==> src/design/uart_pkg.sv <==
/*
  Constants, field positions and carrier types for the host-visible register
  map and queue control of one serial channel.
  Assumes an 8-bit host bus with a 3-bit register offset, one clock (mclk).
*/
// What this block does
// - offset 2 writes go to queue_control, reads return interrupt_ident only.
// - queue_control bit 0 written one enables both transmit and receive FIFOs.
// - other queue_control bits take effect only when bit 0 is set too.
// - any change of the enable bit empties both FIFOs.
// - bit 1 flushes receive FIFO and count, spares shift register, self-clears.
// - bit 2 flushes transmit FIFO and count, spares shift register, self-clears.
// - with FIFOs enabled, bit 3 switches ready pins from mode 0 to mode 1.
// - bits 4 and 5 are reserved and have no effect.
// - bits 6 and 7 hold the receive FIFO trigger level.
// - trigger codes 00,01,10,11 give 1, 4, 8 and 14 bytes.
// - bit 0 is the least significant bit and goes first on the line.
// - without FIFOs, ident bit 3, bits 6-7 and FIFO error bit read zero.
// - line_control bit 7 maps offsets 0 and 1 onto the divisor bytes.
package uart_pkg;

  ////////////////////////////////////////////////////////////////////////////
  // register offsets
  localparam logic [2:0] OFS_DATA = 3'h0;
  localparam logic [2:0] OFS_IEN = 3'h1;
  localparam logic [2:0] OFS_IDENT = 3'h2;
  localparam logic [2:0] OFS_LCTRL = 3'h3;
  localparam logic [2:0] OFS_MCTRL = 3'h4;
  localparam logic [2:0] OFS_LSTAT = 3'h5;
  localparam logic [2:0] OFS_MSTAT = 3'h6;
  localparam logic [2:0] OFS_SCRATCH = 3'h7;

  ////////////////////////////////////////////////////////////////////////////
  // field positions
  localparam int QC_ENABLE = 0;
  localparam int QC_RXFLUSH = 1;
  localparam int QC_TXFLUSH = 2;
  localparam int QC_DMA = 3;
  localparam int QC_TRIG_LO = 6;
  localparam int QC_TRIG_HI = 7;
  localparam int LC_DIVSEL = 7;
  localparam int IE_RXDATA = 0;
  localparam int IE_TXEMPTY = 1;

  ////////////////////////////////////////////////////////////////////////////
  // trigger thresholds in bytes
  localparam logic [4:0] TRIG_CODE0 = 5'h01;
  localparam logic [4:0] TRIG_CODE1 = 5'h04;
  localparam logic [4:0] TRIG_CODE2 = 5'h08;
  localparam logic [4:0] TRIG_CODE3 = 5'h0E;

  ////////////////////////////////////////////////////////////////////////////
  // ident codes, reset values, depths
  localparam logic [3:0] ID_NONE = 4'h1;
  localparam logic [3:0] ID_TXEMPTY = 4'h2;
  localparam logic [3:0] ID_RXDATA = 4'h4;
  localparam logic [7:0] RST_REG = 8'h00;
  localparam int RX_DEPTH = 16;
  localparam int TX_DEPTH = 8;

  typedef struct packed {
    logic [2:0] addr;
    logic [7:0] data;
  } hostReq_s;

endpackage

==> src/design/uart_register_map_fifo_control.sv <==
/*
  Register map and queue control of one serial channel, with a generic
  FIFO module used for both the receive and the transmit queue.
  Assumes host strobes come asynchronously from pins while address and
  write data stay steady around the strobe; byte streams are on mclk.
*/
`timescale 1ns/1ps

////////////////////////////////////////////////////////////////////////////
// generic first-word-fall-through queue
module byte_fifo #(
  parameter int WIDTH = 8,
  parameter int DEPTH = 8
) (
  input wire logic mclk,
  input wire logic srst,
  input wire logic flush,
  input wire logic inValid,
  output logic inReady,
  input wire logic [WIDTH-1:0] inData,
  output logic outValid,
  input wire logic outReady,
  output logic [WIDTH-1:0] outData,
  output logic [$clog2(DEPTH):0] level
);
  // pointer width; the count carries one bit more to tell full from empty
  localparam int AW = $clog2(DEPTH);

  typedef struct packed {
    logic [DEPTH-1:0][WIDTH-1:0] mem;
    logic [AW-1:0] wrPtr;
    logic [AW-1:0] rdPtr;
    logic [AW:0] count;
  } fifoState_s;

  fifoState_s st_ff;
  fifoState_s nxt_st;
  logic push;
  logic pop;

  // handshakes straight from the count
  // a cast to the pointer width would fold DEPTH to zero, so the full
  // compare is done at the width of the count
  assign inReady = (st_ff.count != (AW+1)'(DEPTH));
  assign outValid = (st_ff.count != '0);
  assign outData = st_ff.mem[st_ff.rdPtr];
  assign level = st_ff.count;
  assign push = inValid & inReady;
  assign pop = outValid & outReady;

  // flush drops everything, even a push in the same cycle
  always_comb begin
    nxt_st = st_ff;
    if (flush) begin
      nxt_st.wrPtr = '0;
      nxt_st.rdPtr = '0;
      nxt_st.count = '0;
    end else begin
      if (push) begin
        nxt_st.mem[st_ff.wrPtr] = inData;
        nxt_st.wrPtr = AW'(st_ff.wrPtr + 1'b1);
      end
      if (pop) begin
        nxt_st.rdPtr = AW'(st_ff.rdPtr + 1'b1);
      end
      if (push && !pop) begin
        nxt_st.count = (AW+1)'(st_ff.count + 1'b1);
      end else if (pop && !push) begin
        nxt_st.count = (AW+1)'(st_ff.count - 1'b1);
      end
    end
  end

  // reset empties the queue; stored bytes are cleared as well
  always_ff @(posedge mclk) begin
    if (srst) begin
      st_ff <= '0;
    end else begin
      st_ff <= nxt_st;
    end
  end
endmodule

////////////////////////////////////////////////////////////////////////////
// register map and queue control
module uart_register_map_fifo_control (
  input wire logic mclk,
  input wire logic srst,
  input wire logic hostWr,
  input wire logic hostRd,
  input wire uart_pkg::hostReq_s hostReq,
  output logic [7:0] hostRdData,
  input wire logic rxValid,
  input wire logic [7:0] rxData,
  output logic rxReady,
  output logic txValid,
  output logic [7:0] txData,
  input wire logic txReady,
  input wire logic txShiftIdle,
  input wire logic [7:0] modemStatusIn,
  output logic receiveReadyPin,
  output logic transmitReadyPin,
  output logic fifosEnabled,
  output logic rxTriggerHit,
  output logic [15:0] baudDivisor,
  output logic [7:0] lineControl,
  output logic [7:0] modemControl,
  output logic [7:0] interruptEnable
);
  // level widths of the two queues
  localparam int RXW = $clog2(uart_pkg::RX_DEPTH);
  localparam int TXW = $clog2(uart_pkg::TX_DEPTH);

  // all register state in one struct, registered by one process
  typedef struct packed {
    logic [2:0] wrSync;
    logic [2:0] rdSync;
    logic wrLvl;
    logic rdLvl;
    logic [7:0] lctrl;
    logic [7:0] ien;
    logic [7:0] mctrl;
    logic [7:0] scratch;
    logic [7:0] divLo;
    logic [7:0] divHi;
    logic fifoEn;
    logic dmaMode;
    logic [1:0] trig;
    logic rxFlush;
    logic txFlush;
    logic [7:0] rdData;
  } regState_s;

  regState_s st_ff;
  regState_s nxt_st;
  logic wrEv;
  logic rdEv;
  logic divSel;
  logic [RXW:0] rxLevel;
  logic [TXW:0] txLevel;
  logic rxOutValid;
  logic [7:0] rxOutData;
  logic rxPop;
  logic rxInReady;
  logic txPush;
  logic txInReady;
  logic [4:0] trigBytes;
  logic rxHasData;
  logic txEmpty;
  logic dmaEff;
  logic [3:0] identCode;
  logic [7:0] identVal;
  logic [7:0] lstatVal;
  logic [7:0] qcWr;

  ////////////////////////////////////////////////////////////////////////////
  // strobe events: third stage must agree with second before a change counts
  assign wrEv = (st_ff.wrSync[1] == st_ff.wrSync[2]) & st_ff.wrSync[2]
                & ~st_ff.wrLvl;
  assign rdEv = (st_ff.rdSync[1] == st_ff.rdSync[2]) & st_ff.rdSync[2]
                & ~st_ff.rdLvl;
  assign divSel = st_ff.lctrl[uart_pkg::LC_DIVSEL];
  assign qcWr = hostReq.data;

  ////////////////////////////////////////////////////////////////////////////
  // trigger threshold lookup
  always_comb begin
    case (st_ff.trig)
      2'b00: trigBytes = uart_pkg::TRIG_CODE0;
      2'b01: trigBytes = uart_pkg::TRIG_CODE1;
      2'b10: trigBytes = uart_pkg::TRIG_CODE2;
      2'b11: trigBytes = uart_pkg::TRIG_CODE3;
      default: trigBytes = uart_pkg::TRIG_CODE0;
    endcase
  end

  ////////////////////////////////////////////////////////////////////////////
  // queue status and ready pins
  assign rxHasData = (rxLevel != '0);
  assign txEmpty = (txLevel == '0);
  assign rxTriggerHit = st_ff.fifoEn & (5'(rxLevel) >= trigBytes);
  assign dmaEff = st_ff.fifoEn & st_ff.dmaMode;
  // mode 0 follows one byte, mode 1 follows trigger level / free space
  assign receiveReadyPin = dmaEff ? rxTriggerHit : rxHasData;
  assign transmitReadyPin = dmaEff ?
    (txLevel != (TXW+1)'(uart_pkg::TX_DEPTH)) : txEmpty;
  assign fifosEnabled = st_ff.fifoEn;

  // without FIFOs each queue behaves as a single holding byte
  assign rxReady = rxInReady & (st_ff.fifoEn | ~rxHasData);
  assign txPush = wrEv & (hostReq.addr == uart_pkg::OFS_DATA) & ~divSel
                  & (st_ff.fifoEn | txEmpty);
  assign rxPop = rdEv & (hostReq.addr == uart_pkg::OFS_DATA) & ~divSel;

  ////////////////////////////////////////////////////////////////////////////
  // read-only views
  always_comb begin
    if (st_ff.ien[uart_pkg::IE_RXDATA] &&
        (st_ff.fifoEn ? rxTriggerHit : rxHasData)) begin
      identCode = uart_pkg::ID_RXDATA;
    end else if (st_ff.ien[uart_pkg::IE_TXEMPTY] && txEmpty) begin
      identCode = uart_pkg::ID_TXEMPTY;
    end else begin
      identCode = uart_pkg::ID_NONE;
    end
  end

  // no time-out tracking, so ident bit 3 stays zero in every mode
  assign identVal = {st_ff.fifoEn, st_ff.fifoEn, 2'b00,
                     1'b0, identCode[2:0]};
  // fifo error flag is not tracked here and always reads zero
  // bit 6 needs both the queue and the shifter empty
  assign lstatVal = {1'b0, txEmpty & txShiftIdle, txEmpty,
                     4'h0, rxHasData};

  ////////////////////////////////////////////////////////////////////////////
  // register writes, reads and queue control
  always_comb begin
    nxt_st = st_ff;
    // strobe shift chains; only the first stage looks at the pins
    nxt_st.wrSync = {st_ff.wrSync[1:0], hostWr};
    nxt_st.rdSync = {st_ff.rdSync[1:0], hostRd};
    if (st_ff.wrSync[1] == st_ff.wrSync[2]) begin
      nxt_st.wrLvl = st_ff.wrSync[2];
    end
    if (st_ff.rdSync[1] == st_ff.rdSync[2]) begin
      nxt_st.rdLvl = st_ff.rdSync[2];
    end
    // flush requests self-clear after one cycle
    nxt_st.rxFlush = 1'b0;
    nxt_st.txFlush = 1'b0;
    if (wrEv) begin
      case (hostReq.addr)
        // data writes themselves reach the transmit queue via txPush
        uart_pkg::OFS_DATA: begin
          if (divSel) begin
            nxt_st.divLo = hostReq.data;
          end
        end
        // upper enable bits are not built and read back as zero
        uart_pkg::OFS_IEN: begin
          if (divSel) begin
            nxt_st.divHi = hostReq.data;
          end else begin
            nxt_st.ien = {4'h0, hostReq.data[3:0]};
          end
        end
        // queue control; each flush request lasts exactly one cycle
        uart_pkg::OFS_IDENT: begin
          nxt_st.fifoEn = qcWr[uart_pkg::QC_ENABLE];
          if (qcWr[uart_pkg::QC_ENABLE] != st_ff.fifoEn) begin
            nxt_st.rxFlush = 1'b1;
            nxt_st.txFlush = 1'b1;
          end
          // bits 4 and 5 are never looked at
          if (qcWr[uart_pkg::QC_ENABLE]) begin
            nxt_st.dmaMode = qcWr[uart_pkg::QC_DMA];
            nxt_st.trig = qcWr[uart_pkg::QC_TRIG_HI:uart_pkg::QC_TRIG_LO];
            if (qcWr[uart_pkg::QC_RXFLUSH]) begin
              nxt_st.rxFlush = 1'b1;
            end
            if (qcWr[uart_pkg::QC_TXFLUSH]) begin
              nxt_st.txFlush = 1'b1;
            end
          end
        end
        uart_pkg::OFS_LCTRL: nxt_st.lctrl = hostReq.data;
        // modem control keeps only its six defined bits
        uart_pkg::OFS_MCTRL: nxt_st.mctrl = {2'b00, hostReq.data[5:0]};
        uart_pkg::OFS_SCRATCH: nxt_st.scratch = hostReq.data;
        default: nxt_st.scratch = st_ff.scratch;
      endcase
    end
    // read data is latched once per strobe and then held
    if (rdEv) begin
      case (hostReq.addr)
        // a data read also pops the receive queue through rxPop
        uart_pkg::OFS_DATA:
          nxt_st.rdData = divSel ? st_ff.divLo : rxOutData;
        uart_pkg::OFS_IEN:
          nxt_st.rdData = divSel ? st_ff.divHi : st_ff.ien;
        uart_pkg::OFS_IDENT: nxt_st.rdData = identVal;
        uart_pkg::OFS_LCTRL: nxt_st.rdData = st_ff.lctrl;
        uart_pkg::OFS_MCTRL: nxt_st.rdData = st_ff.mctrl;
        uart_pkg::OFS_LSTAT: nxt_st.rdData = lstatVal;
        uart_pkg::OFS_MSTAT: nxt_st.rdData = modemStatusIn;
        uart_pkg::OFS_SCRATCH: nxt_st.rdData = st_ff.scratch;
        default: nxt_st.rdData = 8'h00;
      endcase
    end
  end

  // every field restarts at zero, divisor and scratch included
  always_ff @(posedge mclk) begin
    if (srst) begin
      st_ff <= '0;
      st_ff.lctrl <= uart_pkg::RST_REG;
    end else begin
      st_ff <= nxt_st;
    end
  end

  ////////////////////////////////////////////////////////////////////////////
  // queues; bit 0 of each byte is its first bit on the line
  byte_fifo #(
    .WIDTH(8),
    .DEPTH(uart_pkg::RX_DEPTH)
  ) rxQueue (
    .mclk(mclk),
    .srst(srst),
    .flush(st_ff.rxFlush),
    .inValid(rxValid & (st_ff.fifoEn | ~rxHasData)),
    .inReady(rxInReady),
    .inData(rxData),
    .outValid(rxOutValid),
    .outReady(rxPop),
    .outData(rxOutData),
    .level(rxLevel)
  );

  // a full transmit queue refuses host pushes without stalling the bus, the byte is then dropped
  byte_fifo #(
    .WIDTH(8),
    .DEPTH(uart_pkg::TX_DEPTH)
  ) txQueue (
    .mclk(mclk),
    .srst(srst),
    .flush(st_ff.txFlush),
    .inValid(txPush),
    .inReady(txInReady),
    .inData(hostReq.data),
    .outValid(txValid),
    .outReady(txReady),
    .outData(txData),
    .level(txLevel)
  );

  ////////////////////////////////////////////////////////////////////////////
  // register outputs
  assign hostRdData = st_ff.rdData;
  assign baudDivisor = {st_ff.divHi, st_ff.divLo};
  assign lineControl = st_ff.lctrl;
  assign modemControl = st_ff.mctrl;
  assign interruptEnable = st_ff.ien;
endmodule

==> config.mk <==
export PLATFORM = sky130hd
export DESIGN_NAME = uart_register_map_fifo_control
export DESIGN_NICKNAME = d
export VERILOG_FILES = /design/src/design/uart_pkg.sv /design/src/design/uart_register_map_fifo_control.sv
export SDC_FILE = /design/constraint.sdc
export NUM_CORES = 1
export LEC_CHECK = 0
export BUFFER_PORTS_ARGS = -buffer_cell sky130_fd_sc_hd__buf_2
export CAP_MARGIN = 5
export CORE_MARGIN = 2
export CORE_UTILIZATION = 50
export DETAILED_ROUTE_END_ITERATION = 8
export GPL_ROUTABILITY_DRIVEN = 1
export HOLD_SLACK_MARGIN = 0.06
export PLACE_DENSITY_LB_ADDON = 0.3
export SETUP_SLACK_MARGIN = 0.15
export SLEW_MARGIN = 30
export SYNTH_ARGS = -nofsm -noshare
export SYNTH_HDL_FRONTEND = slang
export SYNTH_SLANG_ARGS = --single-unit
==> constraint.sdc <==
create_clock -name mclk -period 4.25 [get_ports mclk]
set_input_delay 0.85 -clock mclk [delete_from_list [all_inputs] [get_ports mclk]]
set_output_delay 0.85 -clock mclk [all_outputs]
set_load 0.01 [all_outputs]
==> metrics.md <==
| Metric | Value |
|---|---|
| Core Rows | 59 |
| Final Skew | 23.6 ps |
| Tot GR Track Use | 0.229 |
| Synth warnings | 0 |
| CTS root buf | clkbuf_16 |
| Layout Nets | 1433 |
| Final Slew Violations | 0 |
| Synth cell types | 59 |
| Worst R2R Setup Slack | 930 ps |
| Sequential fraction of the synthesis area | 0.428 |
| Max H-tree Level | 1 |
| Synth Area in Adders | 0.0223 |
| Clock transition at the registers of the reported paths | 60 ps |
| Final hold violation count | 0 |
| First-pass DRT Iterations | 5 |
| Core area | 25800 sq um |
| Antenna Cells | 0 |
| Max Cap Viol | 0 |
| Initial core utilization | 0.505 |
| Die H | 166 um |
| Worst r2r src | rxQueue.level[1] |
| Number of synthesized flops with an enable pin | 0 |
| Post-Syn Area | 13000 sq um |
| CTS Buf Count | 31 |
| Status | finished, final reports clean |
| Wirelength per Cell | 18.4 um |
| CP Max Fanout | 10 |
| Post-Synth XOR/XNOR Area | 0.0107 |
| Worst min path class | reg -> reg |
| Layout Cells excl Fill | 1737 |
| Top_reg_cell synth | dfxtp_1 |
| Worst Min Path Start | nxt_st[65] |
| Hold path endpoint | nxt_st[66] |
| Post-CTS Setup Bufs | 0 |
| Area of the multi-input gates | 6670 sq um |
| Dpl hpwl | 21000 um |
| Die ar. | 27400 sq um |
| Initial antenna violation count | 0 |
| Synth Register Bits | 279 |
| Vias | 9696 |
| PD cells | 483 nW/um^2 |
| Die Wd | 166 um |
| Dpl cells | 1678 |
| Drt drc | 0 |
| Mux share of post-synthesis cell area | 0.232 |
| First-pass GRT wire length | 49600 um |
| Power Total | 0.00697 W |
| GRT overflow | 0 |
| Post-DRT Antenna Nets | 0 |
| Setup violators final | 0 |
| Share of post-route cells with drive strength above 1 | 0.179 |
| Unrepaired setup endpoints after global routing | no |
| Final WL | 31900 um |
| WP data required | 3400 ps |
| CTS Sinks | 279 |
| Leakage | 5.53 nW |
| Crit path DAT | 2550 ps |
| Fill count | 2292 |
| Hold-fix buffers, CTS | 0 |
| Largest net degree at the start of global routing | 149 |
| Iter 0 DRT Violations | 832 |
| Peak supply drop | 0.000341 V |
| Register area | 5590 sq um |
| F_max | 0.294 GHz |
| Minimum clock period | 3400 ps |
| Clk_lat worst skew | 570 ps |
| PortBufs | 89 |
| R2R Path End | rxQueue.level[4] |
| Critical path type | reg -> out |
| Io pins | 96 |
| Clock buffer depth | 3 |
| Final Cycle Share | 0.800 |
| Least-Margin Pin Slew | 877 ps |
| Leading area contributor after synthesis | dfxtp_1 |
| TritonCTS clock tree | done |
| Routed vias/inst | 5.58 |
| Post-synthesis simple-gate area fraction | 0.172 |
| Setup TNS | 0 ps |
| RD Place Congestion | 0.873 |
| R2R depth | 11 |
| Post-Syn Area per Cell | 9.46 sq um |
| Crit path capture type | output pin |
| Leading post-synthesis cells by cell area | dfxtp_1 (43%), mux2i_1 (13%), mux4_2 (8.6%) |
| Worst hold path depth | 1 |
| Ys async rst share | 0 |
| Relative slew slack | 0.400 |
| Top cell type's share of synthesized area | 0.428 |
| Area Overhead vs Synth | 10.7% |
| PostCTS Resize Cnt | 0 |
| Largest family of logic cells by synthesized area | multiplexers |
| Post-route core utilization | 0.559 |
| Vias in the first global route | 9081 |
| Compound-Gate Fraction of Synth Area | 0.0722 |
| Startpoint Class | flip-flop |
| Mapped Cells | 1379 |
==> per-stage QoR <==
| stage | setup slack (ps) | hold slack, ps | instance area (sq um) |
|---|---|---|---|
| 2_1_floorplan | 1090 | 414 | 13100 |
| 3_3_place_gp | 688 | 420 | 13300 |
| 3_5_place_dp | 568 | 427 | 13300 |
| 4_1_cts | 812 | 441 | 14400 |
| 5_1_grt | 731 | 465 | 14400 |
| 6_report | 852 | 436 | 14400 |
==> worst max-delay path, cell delays in order (launching register included) <==
cell	delay, ps
dfxtp_1	740
buf_4	310
mux4_2	510
mux2_2	290
buf_2	140
==> sequential cells by signal, summed over array words and instances, names as in the netlist <==
signal and cells:
rxQueue.level 5, rxQueue.st_ff 136, modemControl 6, txQueue.level 4
nxt_st 4, fifosEnabled 1, baudDivisor 16, interruptEnable 4
hostRdData 8, txQueue.st_ff 70, st_ff 17, lineControl 8
==> worst max-delay path by stage <==
stage	from	endpoint	slack [ps]	depth (start not counted)
detailed placement	hostReq[10]	rxQueue.level[4]	570	12
floorplan	hostReq[8]	rxQueue.level[4]	1090	13
global route	txQueue.st_ff[4]	txData[5]	730	4
finish	txQueue.st_ff[4]	txData[5]	850	4
global placement	hostReq[10]	rxQueue.level[4]	690	12
CTS	txQueue.st_ff[4]	txData[5]	810	4
==> cells in the mapped netlist, types with 7 or more instances <==
cell type  instances
clkbuf_1          69
xor2_1            10
buf_2             17
ha_1              20
buf_4             49
dfxtp_1          279
or3_1              7
nand2_1          182
nor3_1            13
inv_1             14
and2_1             8
nor2_1           205
mux2_2            15
mux4_2            50
o21ai_0           21
mux2i_1          171
nand3_1           23
nor2b_1           16
a21oi_1          106
==> per-layer routing <==
| layer | vias to the layer above | part of all wire | global-route usage |
|---|---|---|---|
| met4 | 0 | 0.020 | 0.0560 |
| met2 | 233 | 0.49 | 0.382 |
| li1 | 4704 | - | - |
| met1 | 4709 | 0.45 | 0.316 |
| met5 | - | 0 | 0 |
| met3 | 50 | 0.049 | 0.0295 |
==> where the power goes <==
group / internal, W / leakage (nW) / switching [W]
logic: 0.000530 / 2.73 / 0.000764
registers: 0.00270 / 2.25 / 0.000117
clock network: 0.00176 / 0.556 / 0.00110
total: 0.00498 / 5.53 / 0.00199
==> cell usage in the layout (no fill, tap or decap), types with 5 or more instances in the layout <==
master     instances
a21oi_1          106
a22oi_1            6
and2_1             8
and3_1             6
buf_2             88
buf_4             11
bufinv_16          5
clkbuf_16         31
clkbuf_8           7
clkinv_2           9
conb_1             6
dfxtp_1          277
ha_1              20
inv_1             14
mux2_2            15
mux2i_1          171
mux4_2            50
nand2_1          182
nand3_1           23
nor2_1           205
nor2_4             5
nor2b_1           16
nor3_1            13
o211ai_1           5
o21ai_0           21
or3_1              7
xnor2_1            6
xor2_1            10
==> cell type report <==
type	instances	area share
flip-flops and latches	279	0.387
inverters	15	0.00390
well taps	335	0.0290
repair buffers	102	0.0405
multi-input cells	948	0.462
clock buffers	40	0.0602
clock inverters	18	0.0172
==> cells by family after synthesis <==
logic type / Yosys count
and+or+nand+nor: 500
DFF: 279
muxes: 237
AOI/OAI and AO/OA: 167
buffers and inverters: 157
adders and majority gates: 22
xor gates and xnor gates: 16
other: 1
Power figures use the tool's default switching activity.
